$ cat src/inc/bcdcal_map.svh
// register offsets, field positions, reset values and timing of the calendar
`ifndef BCDCAL_MAP_SVH
`define BCDCAL_MAP_SVH

// ----------------------------------------------------------------
// register offsets
// ----------------------------------------------------------------
`define BCDCAL_OFS_CTRL       8'h3a
`define BCDCAL_OFS_SEC        8'h3b
`define BCDCAL_OFS_MIN        8'h3c
`define BCDCAL_OFS_HR         8'h3d
`define BCDCAL_OFS_DOW        8'h3e
`define BCDCAL_OFS_DATE       8'h3f
`define BCDCAL_OFS_MON        8'h40
`define BCDCAL_OFS_YEAR       8'h41
`define BCDCAL_OFS_AL_SEC     8'h42
`define BCDCAL_OFS_AL_MIN     8'h43
`define BCDCAL_OFS_AL_HR      8'h44
`define BCDCAL_OFS_AL_DOW     8'h45
`define BCDCAL_OFS_AL_DATE    8'h46
`define BCDCAL_OFS_AL_MON     8'h47
`define BCDCAL_OFS_AL_YEAR    8'h48
`define BCDCAL_OFS_AL_CTRL    8'h49
`define BCDCAL_OFS_SPARE_A    8'h4a
`define BCDCAL_OFS_SPARE_B    8'h4b

// ----------------------------------------------------------------
// field positions
// ----------------------------------------------------------------
`define BCDCAL_CTRL_RUN       0
`define BCDCAL_CTRL_UNMASK    1
`define BCDCAL_CTRL_AL_EN     2
`define BCDCAL_ALC_OCCURRED   7

// ----------------------------------------------------------------
// reset values and counting limits (bcd)
// ----------------------------------------------------------------
`define BCDCAL_RST_BYTE       8'h00
`define BCDCAL_TOP_SEC        8'h59
`define BCDCAL_TOP_MIN        8'h59
`define BCDCAL_TOP_HR         8'h23
`define BCDCAL_TOP_MON        8'h12
`define BCDCAL_TOP_YEAR       8'h99
`define BCDCAL_FIRST_ZERO     8'h00
`define BCDCAL_FIRST_ONE      8'h01
`define BCDCAL_DOW_FIRST      3'h1
`define BCDCAL_DOW_LAST       3'h7

// ----------------------------------------------------------------
// timing
// ----------------------------------------------------------------
`define BCDCAL_TICK_MS        1000
`define BCDCAL_CLK_KHZ        250000
`define BCDCAL_TICK_CYCLES    (`BCDCAL_TICK_MS * `BCDCAL_CLK_KHZ)

`endif

$ cat src/inc/bcdcal_pkg.sv
// types shared by the calendar clock modules
`default_nettype none
package bcdcal_pkg;

	typedef enum logic [1:0] {
		BCDCAL_PWR_ON,
		BCDCAL_PWR_SLEEP,
		BCDCAL_PWR_OFF
	} bcdcal_pwr_t;

	typedef struct packed {
		logic [7:0] year;
		logic [4:0] mon;
		logic [5:0] date;
		logic [2:0] dow;
		logic [5:0] hr;
		logic [6:0] min;
		logic [6:0] sec;
	} bcdcal_time_t;

endpackage : bcdcal_pkg
`default_nettype wire

$ cat src/inc/bcdcal_cmp_if.sv
// carrier between the calendar registers and the alarm comparator
`timescale 1ns/10ps
`default_nettype none
interface bcdcal_cmp_if;
	import bcdcal_pkg::*;

	bcdcal_time_t count;
	bcdcal_time_t alarm;
	logic [6:0]   cmp_en;
	logic         match;

	modport regs (output count, output alarm, output cmp_en, input match);
	modport cmp  (input count, input alarm, input cmp_en, output match);

endinterface : bcdcal_cmp_if
`default_nettype wire

$ cat src/hw/bcdcal_top.sv
// bcd calendar clock with programmable alarm, register port and wake-up
//
// Summary of operation
// count advances only while run enable set
// software stops clock before editing time fields
// unmask low suppresses alarm interrupt
// unmasked match sets clock alarm flag
// alarm enable gates alarm detection
// on or sleep: match drives interrupt low
// off state: match issues wake-up event
// all time values held as bcd digits
// years 2000-2099, leap every fourth year
// count reads return live counter value
// seconds 00-59, carry into minutes
// minutes 00-59, carry into hours
// hours tens 0-2, units 0-9
// software never writes out-of-range digits
// match on compare-enabled fields only
// alarm bit latched, cleared by alarm control write
// weekday counts 1 to 7, wraps
// date rolls by month length into month
// hours 00-23, carry into day counters
// month 01-12 carries year, year wraps
`timescale 1ns/10ps
`default_nettype none
`include "bcdcal_map.svh"
module bcdcal_top #(
	parameter int TICK_CYCLES = `BCDCAL_TICK_CYCLES
) (
	input  wire logic                 clk_sys,
	input  wire logic                 rst,
	input  wire logic [7:0]           reg_addr,
	input  wire logic                 reg_wr,
	input  wire logic [7:0]           reg_wdata,
	input  wire logic                 reg_rd,
	output logic [7:0]                reg_rdata,
	input  wire bcdcal_pkg::bcdcal_pwr_t pwr_state,
	input  wire logic                 irq_clear,
	output logic                      irq_out_n,
	output logic                      alarm_int_set,
	output logic                      wake_req
);
	import bcdcal_pkg::*;

	// ----------------------------------------------------------------
	// helper functions
	// ----------------------------------------------------------------
	// bcd step with wrap: returns {carry, next value}
	function automatic logic [8:0] bcdcal_inc(
		input logic [7:0] val,
		input logic [7:0] top,
		input logic [7:0] first
	);
		if (val == top) begin
			bcdcal_inc = {1'b1, first};
		end else if (val[3:0] == 4'h9) begin
			bcdcal_inc = {1'b0, val[7:4] + 4'h1, 4'h0};
		end else begin
			bcdcal_inc = {1'b0, val[7:4], val[3:0] + 4'h1};
		end
	endfunction : bcdcal_inc

	// a bcd year is a multiple of four when an even tens digit meets
	// units 0/4/8, or an odd tens digit meets units 2/6
	function automatic logic bcdcal_leap(input logic [7:0] year);
		logic u_even4;
		logic u_odd4;
		u_even4 = (year[3:0] == 4'h0) | (year[3:0] == 4'h4) |
			(year[3:0] == 4'h8);
		u_odd4 = (year[3:0] == 4'h2) | (year[3:0] == 4'h6);
		bcdcal_leap = year[4] ? u_odd4 : u_even4;
	endfunction : bcdcal_leap

	function automatic logic [7:0] bcdcal_last_day(
		input logic [4:0] mon,
		input logic [7:0] year
	);
		unique case (mon)
			5'h02: begin
				bcdcal_last_day = bcdcal_leap(year) ? 8'h29 : 8'h28;
			end
			5'h04, 5'h06, 5'h09, 5'h11: begin
				bcdcal_last_day = 8'h30;
			end
			default: begin
				bcdcal_last_day = 8'h31;
			end
		endcase
	endfunction : bcdcal_last_day

	// ----------------------------------------------------------------
	// declarations
	// ----------------------------------------------------------------
	bcdcal_cmp_if cmp_bus ();

	logic [27:0]  tick_cnt_r;
	logic [27:0]  tick_cnt_nxt;
	logic         tick;
	logic [2:0]   ctrl_r;
	logic [2:0]   ctrl_nxt;
	bcdcal_time_t cnt_r;
	bcdcal_time_t cnt_nxt;
	bcdcal_time_t alm_r;
	bcdcal_time_t alm_nxt;
	logic [6:0]   cmp_en_r;
	logic [6:0]   cmp_en_nxt;
	logic         occurred_r;
	logic         occurred_nxt;
	logic         match_d_r;
	logic         match_d_nxt;
	logic         irq_pend_r;
	logic         irq_pend_nxt;
	logic         int_set_r;
	logic         int_set_nxt;
	logic         wake_r;
	logic         wake_nxt;
	logic [7:0]   rdata_r;
	logic [7:0]   rdata_nxt;
	logic [8:0]   s_inc;
	logic [8:0]   m_inc;
	logic [8:0]   h_inc;
	logic [8:0]   d_inc;
	logic [8:0]   mo_inc;
	logic [8:0]   y_inc;
	logic         run_en;
	logic         fire;
	logic         awake;

	assign run_en = ctrl_r[`BCDCAL_CTRL_RUN];

	// ----------------------------------------------------------------
	// one-second prescaler
	// ----------------------------------------------------------------
	// held at zero while stopped, so a restart gives a full first second
	// run enable gates time
	assign tick = run_en & (tick_cnt_r == 28'(TICK_CYCLES - 1));

	always_comb begin
		tick_cnt_nxt = tick_cnt_r + 28'h0000001;
		if (!run_en || tick) begin
			tick_cnt_nxt = 28'h0000000;
		end
	end

	always_ff @(posedge clk_sys) begin
		if (rst) begin
			tick_cnt_r <= 28'h0000000;
		end else begin
			tick_cnt_r <= tick_cnt_nxt;
		end
	end

	// ----------------------------------------------------------------
	// calendar counter and register writes
	// ----------------------------------------------------------------
	// bcd digit steps
	assign s_inc = bcdcal_inc({1'b0, cnt_r.sec}, `BCDCAL_TOP_SEC,
		`BCDCAL_FIRST_ZERO);
	assign m_inc = bcdcal_inc({1'b0, cnt_r.min}, `BCDCAL_TOP_MIN,
		`BCDCAL_FIRST_ZERO);
	// hour digit ranges
	assign h_inc = bcdcal_inc({2'b00, cnt_r.hr}, `BCDCAL_TOP_HR,
		`BCDCAL_FIRST_ZERO);
	// month length rollover
	assign d_inc = bcdcal_inc({2'b00, cnt_r.date},
		bcdcal_last_day(cnt_r.mon, cnt_r.year), `BCDCAL_FIRST_ONE);
	assign mo_inc = bcdcal_inc({3'b000, cnt_r.mon}, `BCDCAL_TOP_MON,
		`BCDCAL_FIRST_ONE);
	assign y_inc = bcdcal_inc(cnt_r.year, `BCDCAL_TOP_YEAR,
		`BCDCAL_FIRST_ZERO);

	always_comb begin
		cnt_nxt = cnt_r;
		alm_nxt = alm_r;
		ctrl_nxt = ctrl_r;
		cmp_en_nxt = cmp_en_r;
		if (tick) begin
			// seconds wrap carry
			cnt_nxt.sec = s_inc[6:0];
			if (s_inc[8]) begin
				// minutes wrap carry
				cnt_nxt.min = m_inc[6:0];
				if (m_inc[8]) begin
					// 24-hour wrap
					cnt_nxt.hr = h_inc[5:0];
					if (h_inc[8]) begin
						// weekday 1..7
						if (cnt_r.dow == `BCDCAL_DOW_LAST) begin
							cnt_nxt.dow = `BCDCAL_DOW_FIRST;
						end else begin
							cnt_nxt.dow = cnt_r.dow + 3'h1;
						end
						cnt_nxt.date = d_inc[5:0];
						if (d_inc[8]) begin
							// month and year wrap
							cnt_nxt.mon = mo_inc[4:0];
							if (mo_inc[8]) begin
								// century 2000-2099
								cnt_nxt.year = y_inc[7:0];
							end
						end
					end
				end
			end
		end
		// a write replaces whatever the tick produced for that field
		if (reg_wr) begin
			unique case (reg_addr)
				`BCDCAL_OFS_CTRL:    ctrl_nxt = reg_wdata[2:0];
				`BCDCAL_OFS_SEC:     cnt_nxt.sec = reg_wdata[6:0];
				`BCDCAL_OFS_MIN:     cnt_nxt.min = reg_wdata[6:0];
				`BCDCAL_OFS_HR:      cnt_nxt.hr = reg_wdata[5:0];
				`BCDCAL_OFS_DOW:     cnt_nxt.dow = reg_wdata[2:0];
				`BCDCAL_OFS_DATE:    cnt_nxt.date = reg_wdata[5:0];
				`BCDCAL_OFS_MON:     cnt_nxt.mon = reg_wdata[4:0];
				`BCDCAL_OFS_YEAR:    cnt_nxt.year = reg_wdata;
				`BCDCAL_OFS_AL_SEC:  alm_nxt.sec = reg_wdata[6:0];
				`BCDCAL_OFS_AL_MIN:  alm_nxt.min = reg_wdata[6:0];
				`BCDCAL_OFS_AL_HR:   alm_nxt.hr = reg_wdata[5:0];
				`BCDCAL_OFS_AL_DOW:  alm_nxt.dow = reg_wdata[2:0];
				`BCDCAL_OFS_AL_DATE: alm_nxt.date = reg_wdata[5:0];
				`BCDCAL_OFS_AL_MON:  alm_nxt.mon = reg_wdata[4:0];
				`BCDCAL_OFS_AL_YEAR: alm_nxt.year = reg_wdata;
				`BCDCAL_OFS_AL_CTRL: cmp_en_nxt = reg_wdata[6:0];
				// spare and unmapped offsets take no write
				default: ;
			endcase
		end
	end

	always_ff @(posedge clk_sys) begin
		if (rst) begin
			cnt_r <= '0;
			alm_r <= '0;
			ctrl_r <= 3'h0;
			cmp_en_r <= 7'h00;
		end else begin
			cnt_r <= cnt_nxt;
			alm_r <= alm_nxt;
			ctrl_r <= ctrl_nxt;
			cmp_en_r <= cmp_en_nxt;
		end
	end

	// ----------------------------------------------------------------
	// alarm comparator
	// ----------------------------------------------------------------
	assign cmp_bus.count = cnt_r;
	assign cmp_bus.alarm = alm_r;
	assign cmp_bus.cmp_en = cmp_en_r;

	bcdcal_alarm bcdcal_alarm_i (
		.cmp (cmp_bus.cmp)
	);

	// ----------------------------------------------------------------
	// alarm events
	// ----------------------------------------------------------------
	// only the first cycle of a match fires, else a one-second match
	// would re-arm the interrupt every cycle after it is cleared
	// alarm enable gate
	assign fire = ctrl_r[`BCDCAL_CTRL_AL_EN] & cmp_bus.match & ~match_d_r;

	always_comb begin
		unique case (pwr_state)
			BCDCAL_PWR_ON, BCDCAL_PWR_SLEEP: begin
				awake = 1'b1;
			end
			default: begin
				awake = 1'b0;
			end
		endcase
	end

	always_comb begin
		match_d_nxt = cmp_bus.match;
		// latched, write clears
		occurred_nxt = occurred_r;
		if (reg_wr && reg_addr == `BCDCAL_OFS_AL_CTRL) begin
			occurred_nxt = 1'b0;
		end
		if (fire) begin
			occurred_nxt = 1'b1;
		end
		// flag set pulse
		// unmask gates interrupt
		int_set_nxt = fire & ctrl_r[`BCDCAL_CTRL_UNMASK];
		// interrupt pin pending
		irq_pend_nxt = irq_pend_r;
		if (irq_clear) begin
			irq_pend_nxt = 1'b0;
		end
		if (fire && ctrl_r[`BCDCAL_CTRL_UNMASK] && awake) begin
			irq_pend_nxt = 1'b1;
		end
		// wake-up from off
		wake_nxt = fire & ~awake;
	end

	always_ff @(posedge clk_sys) begin
		if (rst) begin
			match_d_r <= 1'b0;
			occurred_r <= 1'b0;
			int_set_r <= 1'b0;
			irq_pend_r <= 1'b0;
			wake_r <= 1'b0;
		end else begin
			match_d_r <= match_d_nxt;
			occurred_r <= occurred_nxt;
			int_set_r <= int_set_nxt;
			irq_pend_r <= irq_pend_nxt;
			wake_r <= wake_nxt;
		end
	end

	assign irq_out_n = ~irq_pend_r;
	assign alarm_int_set = int_set_r;
	assign wake_req = wake_r;

	// ----------------------------------------------------------------
	// register read
	// ----------------------------------------------------------------
	always_comb begin
		rdata_nxt = rdata_r;
		if (reg_rd) begin
			// live counter read
			unique case (reg_addr)
				`BCDCAL_OFS_CTRL:    rdata_nxt = {5'h00, ctrl_r};
				`BCDCAL_OFS_SEC:     rdata_nxt = {1'b0, cnt_r.sec};
				`BCDCAL_OFS_MIN:     rdata_nxt = {1'b0, cnt_r.min};
				`BCDCAL_OFS_HR:      rdata_nxt = {2'b00, cnt_r.hr};
				`BCDCAL_OFS_DOW:     rdata_nxt = {5'h00, cnt_r.dow};
				`BCDCAL_OFS_DATE:    rdata_nxt = {2'b00, cnt_r.date};
				`BCDCAL_OFS_MON:     rdata_nxt = {3'h0, cnt_r.mon};
				`BCDCAL_OFS_YEAR:    rdata_nxt = cnt_r.year;
				`BCDCAL_OFS_AL_SEC:  rdata_nxt = {1'b0, alm_r.sec};
				`BCDCAL_OFS_AL_MIN:  rdata_nxt = {1'b0, alm_r.min};
				`BCDCAL_OFS_AL_HR:   rdata_nxt = {2'b00, alm_r.hr};
				`BCDCAL_OFS_AL_DOW:  rdata_nxt = {5'h00, alm_r.dow};
				`BCDCAL_OFS_AL_DATE: rdata_nxt = {2'b00, alm_r.date};
				`BCDCAL_OFS_AL_MON:  rdata_nxt = {3'h0, alm_r.mon};
				`BCDCAL_OFS_AL_YEAR: rdata_nxt = alm_r.year;
				`BCDCAL_OFS_AL_CTRL: rdata_nxt = {occurred_r, cmp_en_r};
				default:             rdata_nxt = `BCDCAL_RST_BYTE;
			endcase
		end
	end

	always_ff @(posedge clk_sys) begin
		if (rst) begin
			rdata_r <= `BCDCAL_RST_BYTE;
		end else begin
			rdata_r <= rdata_nxt;
		end
	end

	assign reg_rdata = rdata_r;

endmodule : bcdcal_top
`default_nettype wire

$ cat src/hw/bcdcal_alarm.sv
// alarm comparator: running count against the enabled alarm fields
`timescale 1ns/10ps
`default_nettype none
module bcdcal_alarm (
	bcdcal_cmp_if.cmp cmp
);
	import bcdcal_pkg::*;

	logic [6:0] field_eq;

	// ----------------------------------------------------------------
	// per-field equality, same order as the compare-enable bits
	// ----------------------------------------------------------------
	assign field_eq[0] = (cmp.count.sec  == cmp.alarm.sec);
	assign field_eq[1] = (cmp.count.min  == cmp.alarm.min);
	assign field_eq[2] = (cmp.count.hr   == cmp.alarm.hr);
	assign field_eq[3] = (cmp.count.dow  == cmp.alarm.dow);
	assign field_eq[4] = (cmp.count.date == cmp.alarm.date);
	assign field_eq[5] = (cmp.count.mon  == cmp.alarm.mon);
	assign field_eq[6] = (cmp.count.year == cmp.alarm.year);

	// masked field compare
	// with no field enabled there is nothing to match, so no alarm
	assign cmp.match = (|cmp.cmp_en) & (&(field_eq | ~cmp.cmp_en));

endmodule : bcdcal_alarm
`default_nettype wire

$ cat config.mk
export PLATFORM = sky130hd
export DESIGN_NAME = bcdcal_top
export DESIGN_NICKNAME = d
export VERILOG_FILES = /design/src/inc/bcdcal_pkg.sv /design/src/inc/bcdcal_cmp_if.sv /design/src/hw/bcdcal_top.sv /design/src/hw/bcdcal_alarm.sv
export VERILOG_INCLUDE_DIRS = /design/src /design/src/inc
export SDC_FILE = /design/constraint.sdc
export NUM_CORES = 1
export LEC_CHECK = 0
export BUFFER_PORTS_ARGS = -buffer_cell sky130_fd_sc_hd__buf_2
export CAP_MARGIN = 20
export CORE_MARGIN = 2
export CORE_UTILIZATION = 47
export DETAILED_ROUTE_END_ITERATION = 12
export SLEW_MARGIN = 20
export SYNTH_ARGS = -nofsm -noshare
export SYNTH_HDL_FRONTEND = slang
export SYNTH_SLANG_ARGS = --single-unit
$ cat constraint.sdc
create_clock -name clk_sys -period 3.4 [get_ports clk_sys]
set_clock_uncertainty 0.1 [all_clocks]
set_input_delay 0.17 -clock clk_sys [delete_from_list [all_inputs] [get_ports clk_sys]]
set_output_delay 0.17 -clock clk_sys [all_outputs]
set_load 0.01 [all_outputs]
Word level (Yosys, flattened, before mapping)
Index checks and enable logic that the tools add are counted.
Word-level totals
  flip-flop bits (word level): 135
  input port bits: 23
  output and inout bits: 11
  logic and storage cells: 157
Cells by class
  add/sub/neg operators: 14
  equal/unequal tests: 47
  mux-type cells: 36
  bitwise gates (word level): 14
  reduce and logical (&&, ||, !) cells: 23
Operator list (number)
  8-bit case mux with 16 select lines: 1
  42-bit two-way mux: 2
  8-bit by 7-bit equality test with 1-bit output (second input constant): 10
  8-bit by 6-bit equality test with 1-bit output (second input constant): 6
  8-bit two-way mux: 6
  9-bit two-way mux: 5
  35-bit two-way mux: 1
  28-bit by 1-bit adder with 28-bit output (second input constant): 1
  4-bit by 1-bit adder with 4-bit output (second input constant): 7
  28-bit equality test (second input constant): 1
  4-bit equality test (second input constant): 7
  28-bit two-way mux: 1
  7-bit two-way mux: 4
  22-bit two-way mux: 1
  6-bit two-way mux: 3
  2-bit AND reduction: 9
  7-bit equality test: 2
  7-bit equality test (second input constant): 2
  13-bit two-way mux: 1
  6-bit equality test: 2
  5-bit by 3-bit equality test with 1-bit output (second input constant): 2
  5-bit equality test (second input constant): 2
  5-bit case mux with 2 select lines: 1
  3-bit by 1-bit adder with 4-bit output (second input constant): 2
  33 further kinds: 55

Logic depth before layout (Yosys ltp)
Gate-level depths: netlist of the first run.
  depth after elaboration: 15
  depth in mapped cells: 10
  gate-level depth less buffers: 8

Hierarchy
A second synthesis of the first run with hierarchy kept.
Unflattened totals
  cells, all modules: 967
  area, all modules: 7956.4 um2
By module, submodules not included
  bcdcal_top: times used 1, cells each 905, area an instance 7463.4 um2, seq. area each 2702.6 um2
  bcdcal_alarm: times used 1, cells each 62, area an instance 493.0 um2, seq. area each 0.0 um2

Least setup slack after synthesis of the first run
No wires, ideal clock.
  kind: reg2reg
  from: reg tick_cnt_r[0]
  to: reg cnt_r, in the netlist cmp_bus.count[40]
  library setup time: 0.091 ns
  data arrival time: 2.623 ns
  data required time: 3.209 ns
  path slack: 0.586 ns
  stages on the path, launching flop included: 8
  buffers on the path: 0
  period minus slack after synthesis: 2.814 ns
  cells stage by stage: dfxtp_1 -> ha_1 -> nand4_1 -> or4_1 -> nor4b_4 -> o211ai_2 -> or4_1 -> a311oi_1
Between the ends
  word-level cells in the longest chain between the ends: 5
RTL lines
  start: declaration: line bcdcal_top.sv:96  | logic [27:0] tick_cnt_r;
  start signal: assignment: line bcdcal_top.sv:149  | tick_cnt_r <= tick_cnt_nxt;
  28-bit equality test (*): line bcdcal_top.sv:136  | assign tick = run_en & (tick_cnt_r == 28'(TICK_CYCLES - 1));
  1-bit AND (*): line bcdcal_top.sv:136
  42-bit two-way mux (*): line bcdcal_top.sv:177  | if (tick) begin
  8-bit two-way mux: line bcdcal_top.sv:208  | unique case (reg_addr)
  42-bit two-way mux (*): line bcdcal_top.sv:207  | if (reg_wr) begin
  end signal: assignment: line bcdcal_top.sv:238  | cnt_r <= cnt_nxt;
  end: declaration: line bcdcal_top.sv:101  | bcdcal_time_t cnt_r;
Mark *: on every way between the ends. The rest lies on a longest branch, timed or not.
A chain may end at the register's enable or synchronous reset.

Worst setup path in the final report of the first run
Ends and elaborated chain as after synthesis.

==> results of run 1 <==
-- worst max-delay path by stage --
stage / slack (ns) / startpoint / to / cells after the start
global route: 0.14 / tick_cnt_r[0] / cmp_bus.count[40] / 7
detailed placement: 0.37 / tick_cnt_r[0] / cmp_bus.count[40] / 7
CTS: 0.37 / tick_cnt_r[0] / cmp_bus.count[40] / 7
finish: 0.37 / tick_cnt_r[0] / cmp_bus.count[40] / 7
floorplan: 0.59 / tick_cnt_r[0] / cmp_bus.count[40] / 7
global placement: 0.43 / tick_cnt_r[0] / cmp_bus.count[40] / 7
-- cell families after synthesis --
kind of cell    Yosys count  synth area share, %
compound gates          223                 19.2
xor+xnor                 69                 7.63
fa+ha+maj                18                 2.84
buf+inv                  94                 4.45
flops                   135                 34.1
mux                      46                 6.10
simple gates            403                 25.7
-- synth_stat cells, types with 8 or more instances --
library cell / number / share of area, %
xor2_1: 29 / 3.2
nor3_1: 25 / 1.6
o21ai_0: 41 / 2.6
ha_1: 18 / 2.8
mux2i_1: 37 / 4.7
clkbuf_1: 60 / 2.8
a21oi_1: 59 / 3.7
inv_1: 28 / 1.3
mux2_2: 8 / 1.1
and3_1: 15 / 1.2
nand2_1: 87 / 4.1
a311oi_1: 11 / 1.2
dfxtp_1: 135 / 34
a211oi_1: 14 / 1.3
nand3_1: 53 / 3.3
a22oi_1: 12 / 1.1
a31oi_1: 16 / 1.3
o211ai_1: 8 / 0.76
nor4_1: 13 / 1.0
xnor2_1: 40 / 4.4
nor2_1: 121 / 5.7
nand4_1: 22 / 1.7
-- layer usage --
| layer | GRT usage [%] | part of all wire (%) | vias to the layer above |
|---|---|---|---|
| met5 | 0 | 0 | - |
| met4 | 11.0 | 2.9 | 0 |
| met3 | 5.40 | 7.9 | 49 |
| met2 | 42.8 | 43 | 311 |
| met1 | 42.7 | 46 | 3682 |
| li1 | - | - | 3664 |
-- flip-flops by register name (all words and copies together) (netlist names) --
name / count
cmp_bus.count: 42
match_d_r: 1
tick_cnt_r: 28
alm_r: 42
occurred_r: 1
cmp_bus.cmp_en: 7
irq_pend_r: 1
wake_req: 1
ctrl_r: 3
alarm_int_set: 1
reg_rdata: 8
-- critical path: cells and delay by family, from the launching register on --
family          cells  cell delay [ns]
compound gates      2             0.44
flops               1             0.37
simple gates        4             1.81
fa+ha+maj           1             0.22
-- report_power, final --
group	switching, uW	internal, uW
clock network	726	1240
logic	114	34.1
registers	6.75	1580
-- per-stage QoR --
step | worst slack (ns) | utilization (%)
finish | 0.367 | 54.9
global route | 0.141 | 54.9
CTS | 0.366 | 54.9
detailed placement | 0.367 | 50.9
global placement | 0.432 | 50.9
floorplan | 0.586 | -
-- area by class of cell --
class	count	area, um2
Clock buffer	22	484
Clock inverter	10	141
Fill cell	1627	7460
Inverter	29	109
Multi-Input combinational cell	759	4870
Sequential cell	135	2700
Tap cell	220	275
Timing Repair Buffer	74	485
-- repair_timing --
action	4_1_cts	5_1_grt
endpoints found under the hold margin	4	0
hold buffers	3	0
resized for setup	0	0
==> out/summary.txt, run 1 <==
Run status = complete, no violations
FF+latch count, synth = 135
Peak VDD IR = 0.355 mV
Remaining antenna violation count = 0
Yosys Warn Count = 0
HP Start = reg_wdata[6]
RSZ-0062 raised after global routing = false
Hold Path Stages = 3
Critical-path cell list = ha_1, nand4_1, or4_1, nor4b_4, o211ai_2, or4_1, a311oi_1
Slew Limit Fails = 0
Vias per cell = 6.17
Clk buf depth = 2
WL/cell = 20.6 um
Distinct cells, synth = 72
Sequential cell area fraction in the yosys report = 34.1%
Post-route clock period utilization = 89.2%
Placed inst area = 8410 um2
Hold Path End = alm_r[40]
Initial core utilization = 47.9%
Leak = 0.00328 uW
GRT Total Usage = 29.3%
Hold slack final = 0.0333 ns
Router iterations before antenna repair = 6
Synth Instances = 988
Vias in the first global route = 7053
Post-Layout Cell Count = 1249
Slew headroom = 50.0%
Initial antenna violation count = 0
DRT iter0 DRCs = 838
Final hold vios = 0
H-tree level count = 4
Gr ovfl total = 0
Crit path kind = register to register
Die height = 134 um
Placer Congestion = 0.962
Setup repair bufs after CTS = 0
Clock Latency Late Sink = 0.42 ns
Syn nets = 1029
Placed cell count = 1214
Largest net degree at the start of global routing = 63
Commonest cells after routing, fill and taps aside = dfxtp_1 (135), nor2_1 (121), nand2_1 (87)
Max incr delay on CP = 0.69 ns
# nets final = 1057
Core box area = 16500 um2
Slew @ Worst Pin = 0.749 ns
R2R depth = 7
MaxCap Viol Count = 0
Clock sinks = 135
Syn_area_per_cell = 8.02 um2
Commonest non-fill, non-tap cell in the layout = dfxtp_1
Post-synth ARST share = 0%
Post-synth top flop = dfxtp_1
Ports = 34
Tot Pwr = 3700 uW
# DRC = 0
R2r endpoint = cmp_bus.count[40]
Arr. time, crit path = 3.26 ns
Die area = 17900 um2
Cts bufs inserted = 17
Startpoint class of the critical path = register
HPWL after DPL = 18.1 mm
Final Setup Violations = 0
Area grow syn2layout = 14.5%
Clock transition at the registers of the reported paths = 0.06 ns
Vias = 7706
Die width = 134 um
CTS Root Cell = clkbuf_16
CTS tree = yes
Rows = 47
Layout cells sized above 1 = 12.2%
TNS Setup = 0 ns
Power per cell area = 408 nW/um2
Number of synthesized flops with an enable pin = 0
Antenna cell count = 0
CP max stage cell = or4_1
Crit-path max FO = 4
Worst setup EP type = register
Cell mode on critical path = or4_1
R2R Setup Slk = 0.37 ns
Hold Path Class = input pin to register
Design area = 9070 um2
Count of input and output buffers = 32
Synth Cell Area = 7920 um2
Reg-to-Reg Start = tick_cnt_r[0]
First-pass GRT wire length = 40.4 mm
Total Wirelength = 25.7 mm
Required @ worst endpoint = 3.63 ns
Fin crit period = 3.03 ns
Highest clock rate = 330 MHz
Power figures use the tool's default switching activity.
==> run 2, diff against run 1 <==
--- a/config.mk
+++ b/config.mk
@@ -8,9 +8,12 @@
 export LEC_CHECK = 0
 export BUFFER_PORTS_ARGS = -buffer_cell sky130_fd_sc_hd__buf_2
 export CAP_MARGIN = 20
+export CELL_PAD_IN_SITES_DETAIL_PLACEMENT = 1
+export CELL_PAD_IN_SITES_GLOBAL_PLACEMENT = 2
 export CORE_MARGIN = 2
-export CORE_UTILIZATION = 47
+export CORE_UTILIZATION = 38
 export DETAILED_ROUTE_END_ITERATION = 12
+export PLACE_DENSITY_LB_ADDON = 0.1
 export SLEW_MARGIN = 20
 export SYNTH_ARGS = -nofsm -noshare
 export SYNTH_HDL_FRONTEND = slang
==> out/summary.txt, run 2 (synthesis gave the netlist of run 1 again) <==
Setup repair bufs after CTS = 0
Gr ovfl total = 0
Crit path kind = register to register
Highest clock rate = 331 MHz
Commonest non-fill, non-tap cell in the layout = dfxtp_1
Clock transition at the registers of the reported paths = 0.07 ns
Crit-path max FO = 4
Vias per cell = 5.95
Antenna cell count = 0
Startpoint class of the critical path = register
Total Wirelength = 29.5 mm
WL/cell = 22.4 um
Placed inst area = 8590 um2
Area grow syn2layout = 15.6%
Placed cell count = 1279
Vias = 7809
Initial core utilization = 38.9%
Rows = 52
Worst setup EP type = register
Power share of the clock group = 50.1%
Count of input and output buffers = 32
CTS tree = yes
Clock sinks = 135
Slew @ Worst Pin = 0.847 ns
Final Setup Violations = 0
Required @ worst endpoint = 3.64 ns
Initial antenna violation count = 0
Fin crit period = 3.02 ns
Clock Latency Late Sink = 0.43 ns
Router iterations before antenna repair = 5
Sequential share of power = 45.5%
H-tree level count = 4
Largest net degree at the start of global routing = 58
Post-Layout Cell Count = 1313
GRT Total Usage = 27.7%
CTS Root Cell = clkbuf_16
Run status = complete, no violations
Ports = 34
RSZ-0062 raised after global routing = false
Die height = 148 um
Power per cell area = 382 nW/um2
Peak VDD IR = 0.288 mV
Post-route clock period utilization = 89.0%
Commonest cells after routing, fill and taps aside = dfxtp_1 (135), nor2_1 (121), nand2_1 (87)
TNS Setup = 0 ns
Remaining antenna violation count = 0
Die width = 148 um
Slew Limit Fails = 0
Sw Share = 26.6%
# nets final = 1071
Final hold vios = 0
Layout cells sized above 1 = 13.7%
First-pass GRT wire length = 46.5 mm
DRT iter0 DRCs = 541
Slew headroom = 42.9%
Clk buf depth = 2
Internal = 2560 uW
Hold slack final = 0.00965 ns
Arr. time, crit path = 3.27 ns
Sw power = 931 uW
HPWL after DPL = 20.9 mm
Die area = 22000 um2
Hold Path Class = input pin to register
Design area = 9160 um2
Leak = 0.00332 uW
Placer Congestion = 0.858
Cts bufs inserted = 17
Combinational power share = 4.4%
Hold buffer count at CTS = 2
Core box area = 20400 um2
Vias in the first global route = 7936
# DRC = 0
MaxCap Viol Count = 0
Post-CTS Resized = 0
[run 2: cell types whose count changed in the layout (fill, tap and decap cells not counted), sizes merged]
cell / before / now
clkinv: 4 / 8
clkinvlp: 2 / 3
clkbuf: 22 / 17
inv: 30 / 33
dlygate4sd3: 3 / 2
bufinv: 3 / 0
buf: 71 / 86
[run 2: through the flow]
step                      power (uW)  util (%)  setup WS, ns
after detailed placement        1780      42.2         0.324
final                           3490      45.0         0.375
after global routing            3620      45.0         0.119
after CTS                       3520      45.0         0.334
after floorplan                 1700         -         0.586
after global placement          1780      42.2         0.406
[run 2: per-layer routing]
metal / track usage [%] / wire (um)
met3: 5.00 / 1480
met5: 0 / 0
met1: 38.0 / 13800
met4: 10.9 / 1070
met2: 43.3 / 13100
[run 2: path summary, 6_finish.rpt]
path / from / slack (ns) / to / cells past startpoint
worst max-delay path: tick_cnt_r[16] / 0.38 / cmp_bus.count[40] / 6
worst min-delay path: irq_clear / 0.01 / irq_pend_r / 3
worst min register to register: tick_cnt_r[0] / 0.37 / tick_cnt_r[0] / 1
worst max register to register: tick_cnt_r[16] / 0.38 / cmp_bus.count[40] / 6
[run 2: cell type report]
type                            count  area (um2)
Fill cell                        2473       11200
Multi-Input combinational cell    759        4880
Sequential cell                   135        2700
Timing Repair Buffer               88         588
Clock buffer                       17         425
Tap cell                          270         338
Clock inverter                     15         119
Inverter                           29         109
[run 2: power by group through the flow]
stage / combinational (uW) / sequential [uW] / clock [uW]
final: 153 / 1590 / 1750
after global routing: 163 / 1590 / 1870
after CTS: 151 / 1590 / 1780
after detailed placement: 149 / 1630 / 0
after global placement: 151 / 1630 / 0
after floorplan: 78.5 / 1620 / 0
[run 2: worst max-delay path, cell delays in order, from the launching register on]
cell      delay, ns
dfxtp_1        0.33
or4b_1         0.59
or4_4          0.56
nor4b_4        0.40
o211ai_2       0.19
or4_1          0.52
a311oi_1       0.25
==> run 3, diff against run 2 <==
--- a/config.mk
+++ b/config.mk
@@ -14,6 +14,7 @@
 export CORE_UTILIZATION = 38
 export DETAILED_ROUTE_END_ITERATION = 12
 export PLACE_DENSITY_LB_ADDON = 0.1
+export REMOVE_ABC_BUFFERS = 1
 export SLEW_MARGIN = 20
 export SYNTH_ARGS = -nofsm -noshare
 export SYNTH_HDL_FRONTEND = slang
==> constraint.sdc (replaced) <==
create_clock -name clk_sys -period 3.3 [get_ports clk_sys]
set_clock_uncertainty 0.1 [all_clocks]
set_input_delay 0.165 -clock clk_sys [delete_from_list [all_inputs] [get_ports clk_sys]]
set_output_delay 0.165 -clock clk_sys [all_outputs]
set_load 0.01 [all_outputs]
==> out/summary.txt, run 3 (synthesis gave the netlist of run 1 again) <==
Gr ovfl total = 0
Router iterations before antenna repair = 5
# nets final = 1073
HPWL after DPL = 21.5 mm
Clock transition at the registers of the reported paths = 0.07 ns
CP max stage cell = or4b_1
Hold Path Stages = 3
Cts bufs inserted = 17
TNS Setup = 0 ns
Startpoint class of the critical path = register
Required @ worst endpoint = 3.54 ns
Arr. time, crit path = 3.30 ns
Die area = 22000 um2
Crit-path max FO = 4
Layout cells sized above 1 = 13.8%
Vias = 7773
CP Depth = 6
Slew Limit Fails = 0
Slew @ Worst Pin = 0.720 ns
Fin crit period = 3.06 ns
Highest clock rate = 327 MHz
Vias per cell = 5.91
Remaining antenna violation count = 0
Final hold vios = 0
Storage cell area = 2700 um2
Hold Path Class = input pin to register
Rows = 52
Post-route clock period utilization = 92.8%
Final Setup Violations = 0
Crit path kind = register to register
CTS tree = yes
# DRC = 0
Placer Congestion = 0.890
Worst setup EP type = register
Core box area = 20400 um2
DRT iter0 DRCs = 608
Ports = 34
Run status = complete, no violations
Total Wirelength = 29.7 mm
Slew headroom = 52.0%
Clock sinks = 135
Initial core utilization = 38.9%
Max incr delay on CP = 0.59 ns
Die width = 148 um
RSZ-0062 raised after global routing = false
Critical-path cell list = or4b_1, or4_4, nor4b_4, o211ai_2, or4_1, a311oi_1
Largest net degree at the start of global routing = 51
Design area = 9250 um2
Clock Latency Late Sink = 0.44 ns
CTS Root Cell = clkbuf_16
First-pass GRT wire length = 46.4 mm
Setup repair bufs after CTS = 0
Vias in the first global route = 7685
R2R depth = 6
Antenna cell count = 0
Power per cell area = 417 nW/um2
Final core utilization = 45.4%
Post-CTS Resized = 0
Leak = 0.00336 uW
Commonest cells after routing, fill and taps aside = dfxtp_1 (135), nor2_1 (121), nand2_1 (87)
R2R Setup Slk = 0.24 ns
MaxCap Viol Count = 0
Initial antenna violation count = 1
Placed inst area = 8600 um2
Worst path buffer plus inverter count = 0
Peak VDD IR = 0.357 mV
Multi-input gate area = 4880 um2
Worst path top cell family by delay = simple AND/OR/NAND/NOR gates
Fill cells = 2459
H-tree level count = 4
Area grow syn2layout = 16.8%
WL/cell = 22.6 um
GRT Total Usage = 27.8%
Commonest non-fill, non-tap cell in the layout = dfxtp_1
Count of input and output buffers = 32
Die height = 148 um
Clk buf depth = 2
-- run 3: cell type report --
class / count / area share (%)
multi-input combinational: 759 / 52.7
clock buffer: 18 / 4.75
tap: 270 / 3.65
clock inverter: 14 / 1.99
inverter: 29 / 1.18
timing repair buffer: 90 / 6.54
sequential: 135 / 29.2
-- run 3: where the power goes --
group	internal (uW)	switching [uW]
combinational	37.7	124
clock	1230	826
sequential	1630	6.29
total	2900	956
-- run 3: repair_timing --
action | in CTS | in global routing
hold buffers | 3 | 0
setup endpoints to repair | 0 | 0
hold endpoints to repair | 4 | 0
-- run 3: worst register-to-register path, cell delays in order, from the launching register on --
cell and delay (ns):
dfxtp_1 0.33, or4b_1 0.59, or4_4 0.55, nor4b_4 0.40, o211ai_2 0.21, or4_1 0.53
a311oi_1 0.25
-- run 3: routing by layer --
metal	wire, um	part of all wire [%]	up-vias	track usage [%]
li1	-	-	3697	-
met2	13600	46	225	44.9
met5	0	0	-	0
met3	1680	5.6	50	4.17
met4	806	2.7	0	9.43
met1	13700	46	3801	38.0
-- run 3: metrics by stage --
step                cells  power (uW)  worst slack, ns  hold WS, ns
finish               1315        3850            0.238       0.0258
global route         1315        3970            0.103       0.0349
CTS                  1315        3890            0.228       0.0102
detailed placement   1280        1830            0.256        0.335
global placement     1280        1830            0.318        0.331
floorplan             923        1710            0.354        0.134
-- run 3: final timing paths --
check                 startpoint                end
setup / recovery  tick_cnt_r[16]  cmp_bus.count[40]
hold / removal      reg_wdata[6]          alm_r[40]
setup reg to reg  tick_cnt_r[16]  cmp_bus.count[40]
hold reg to reg    tick_cnt_r[0]      tick_cnt_r[0]
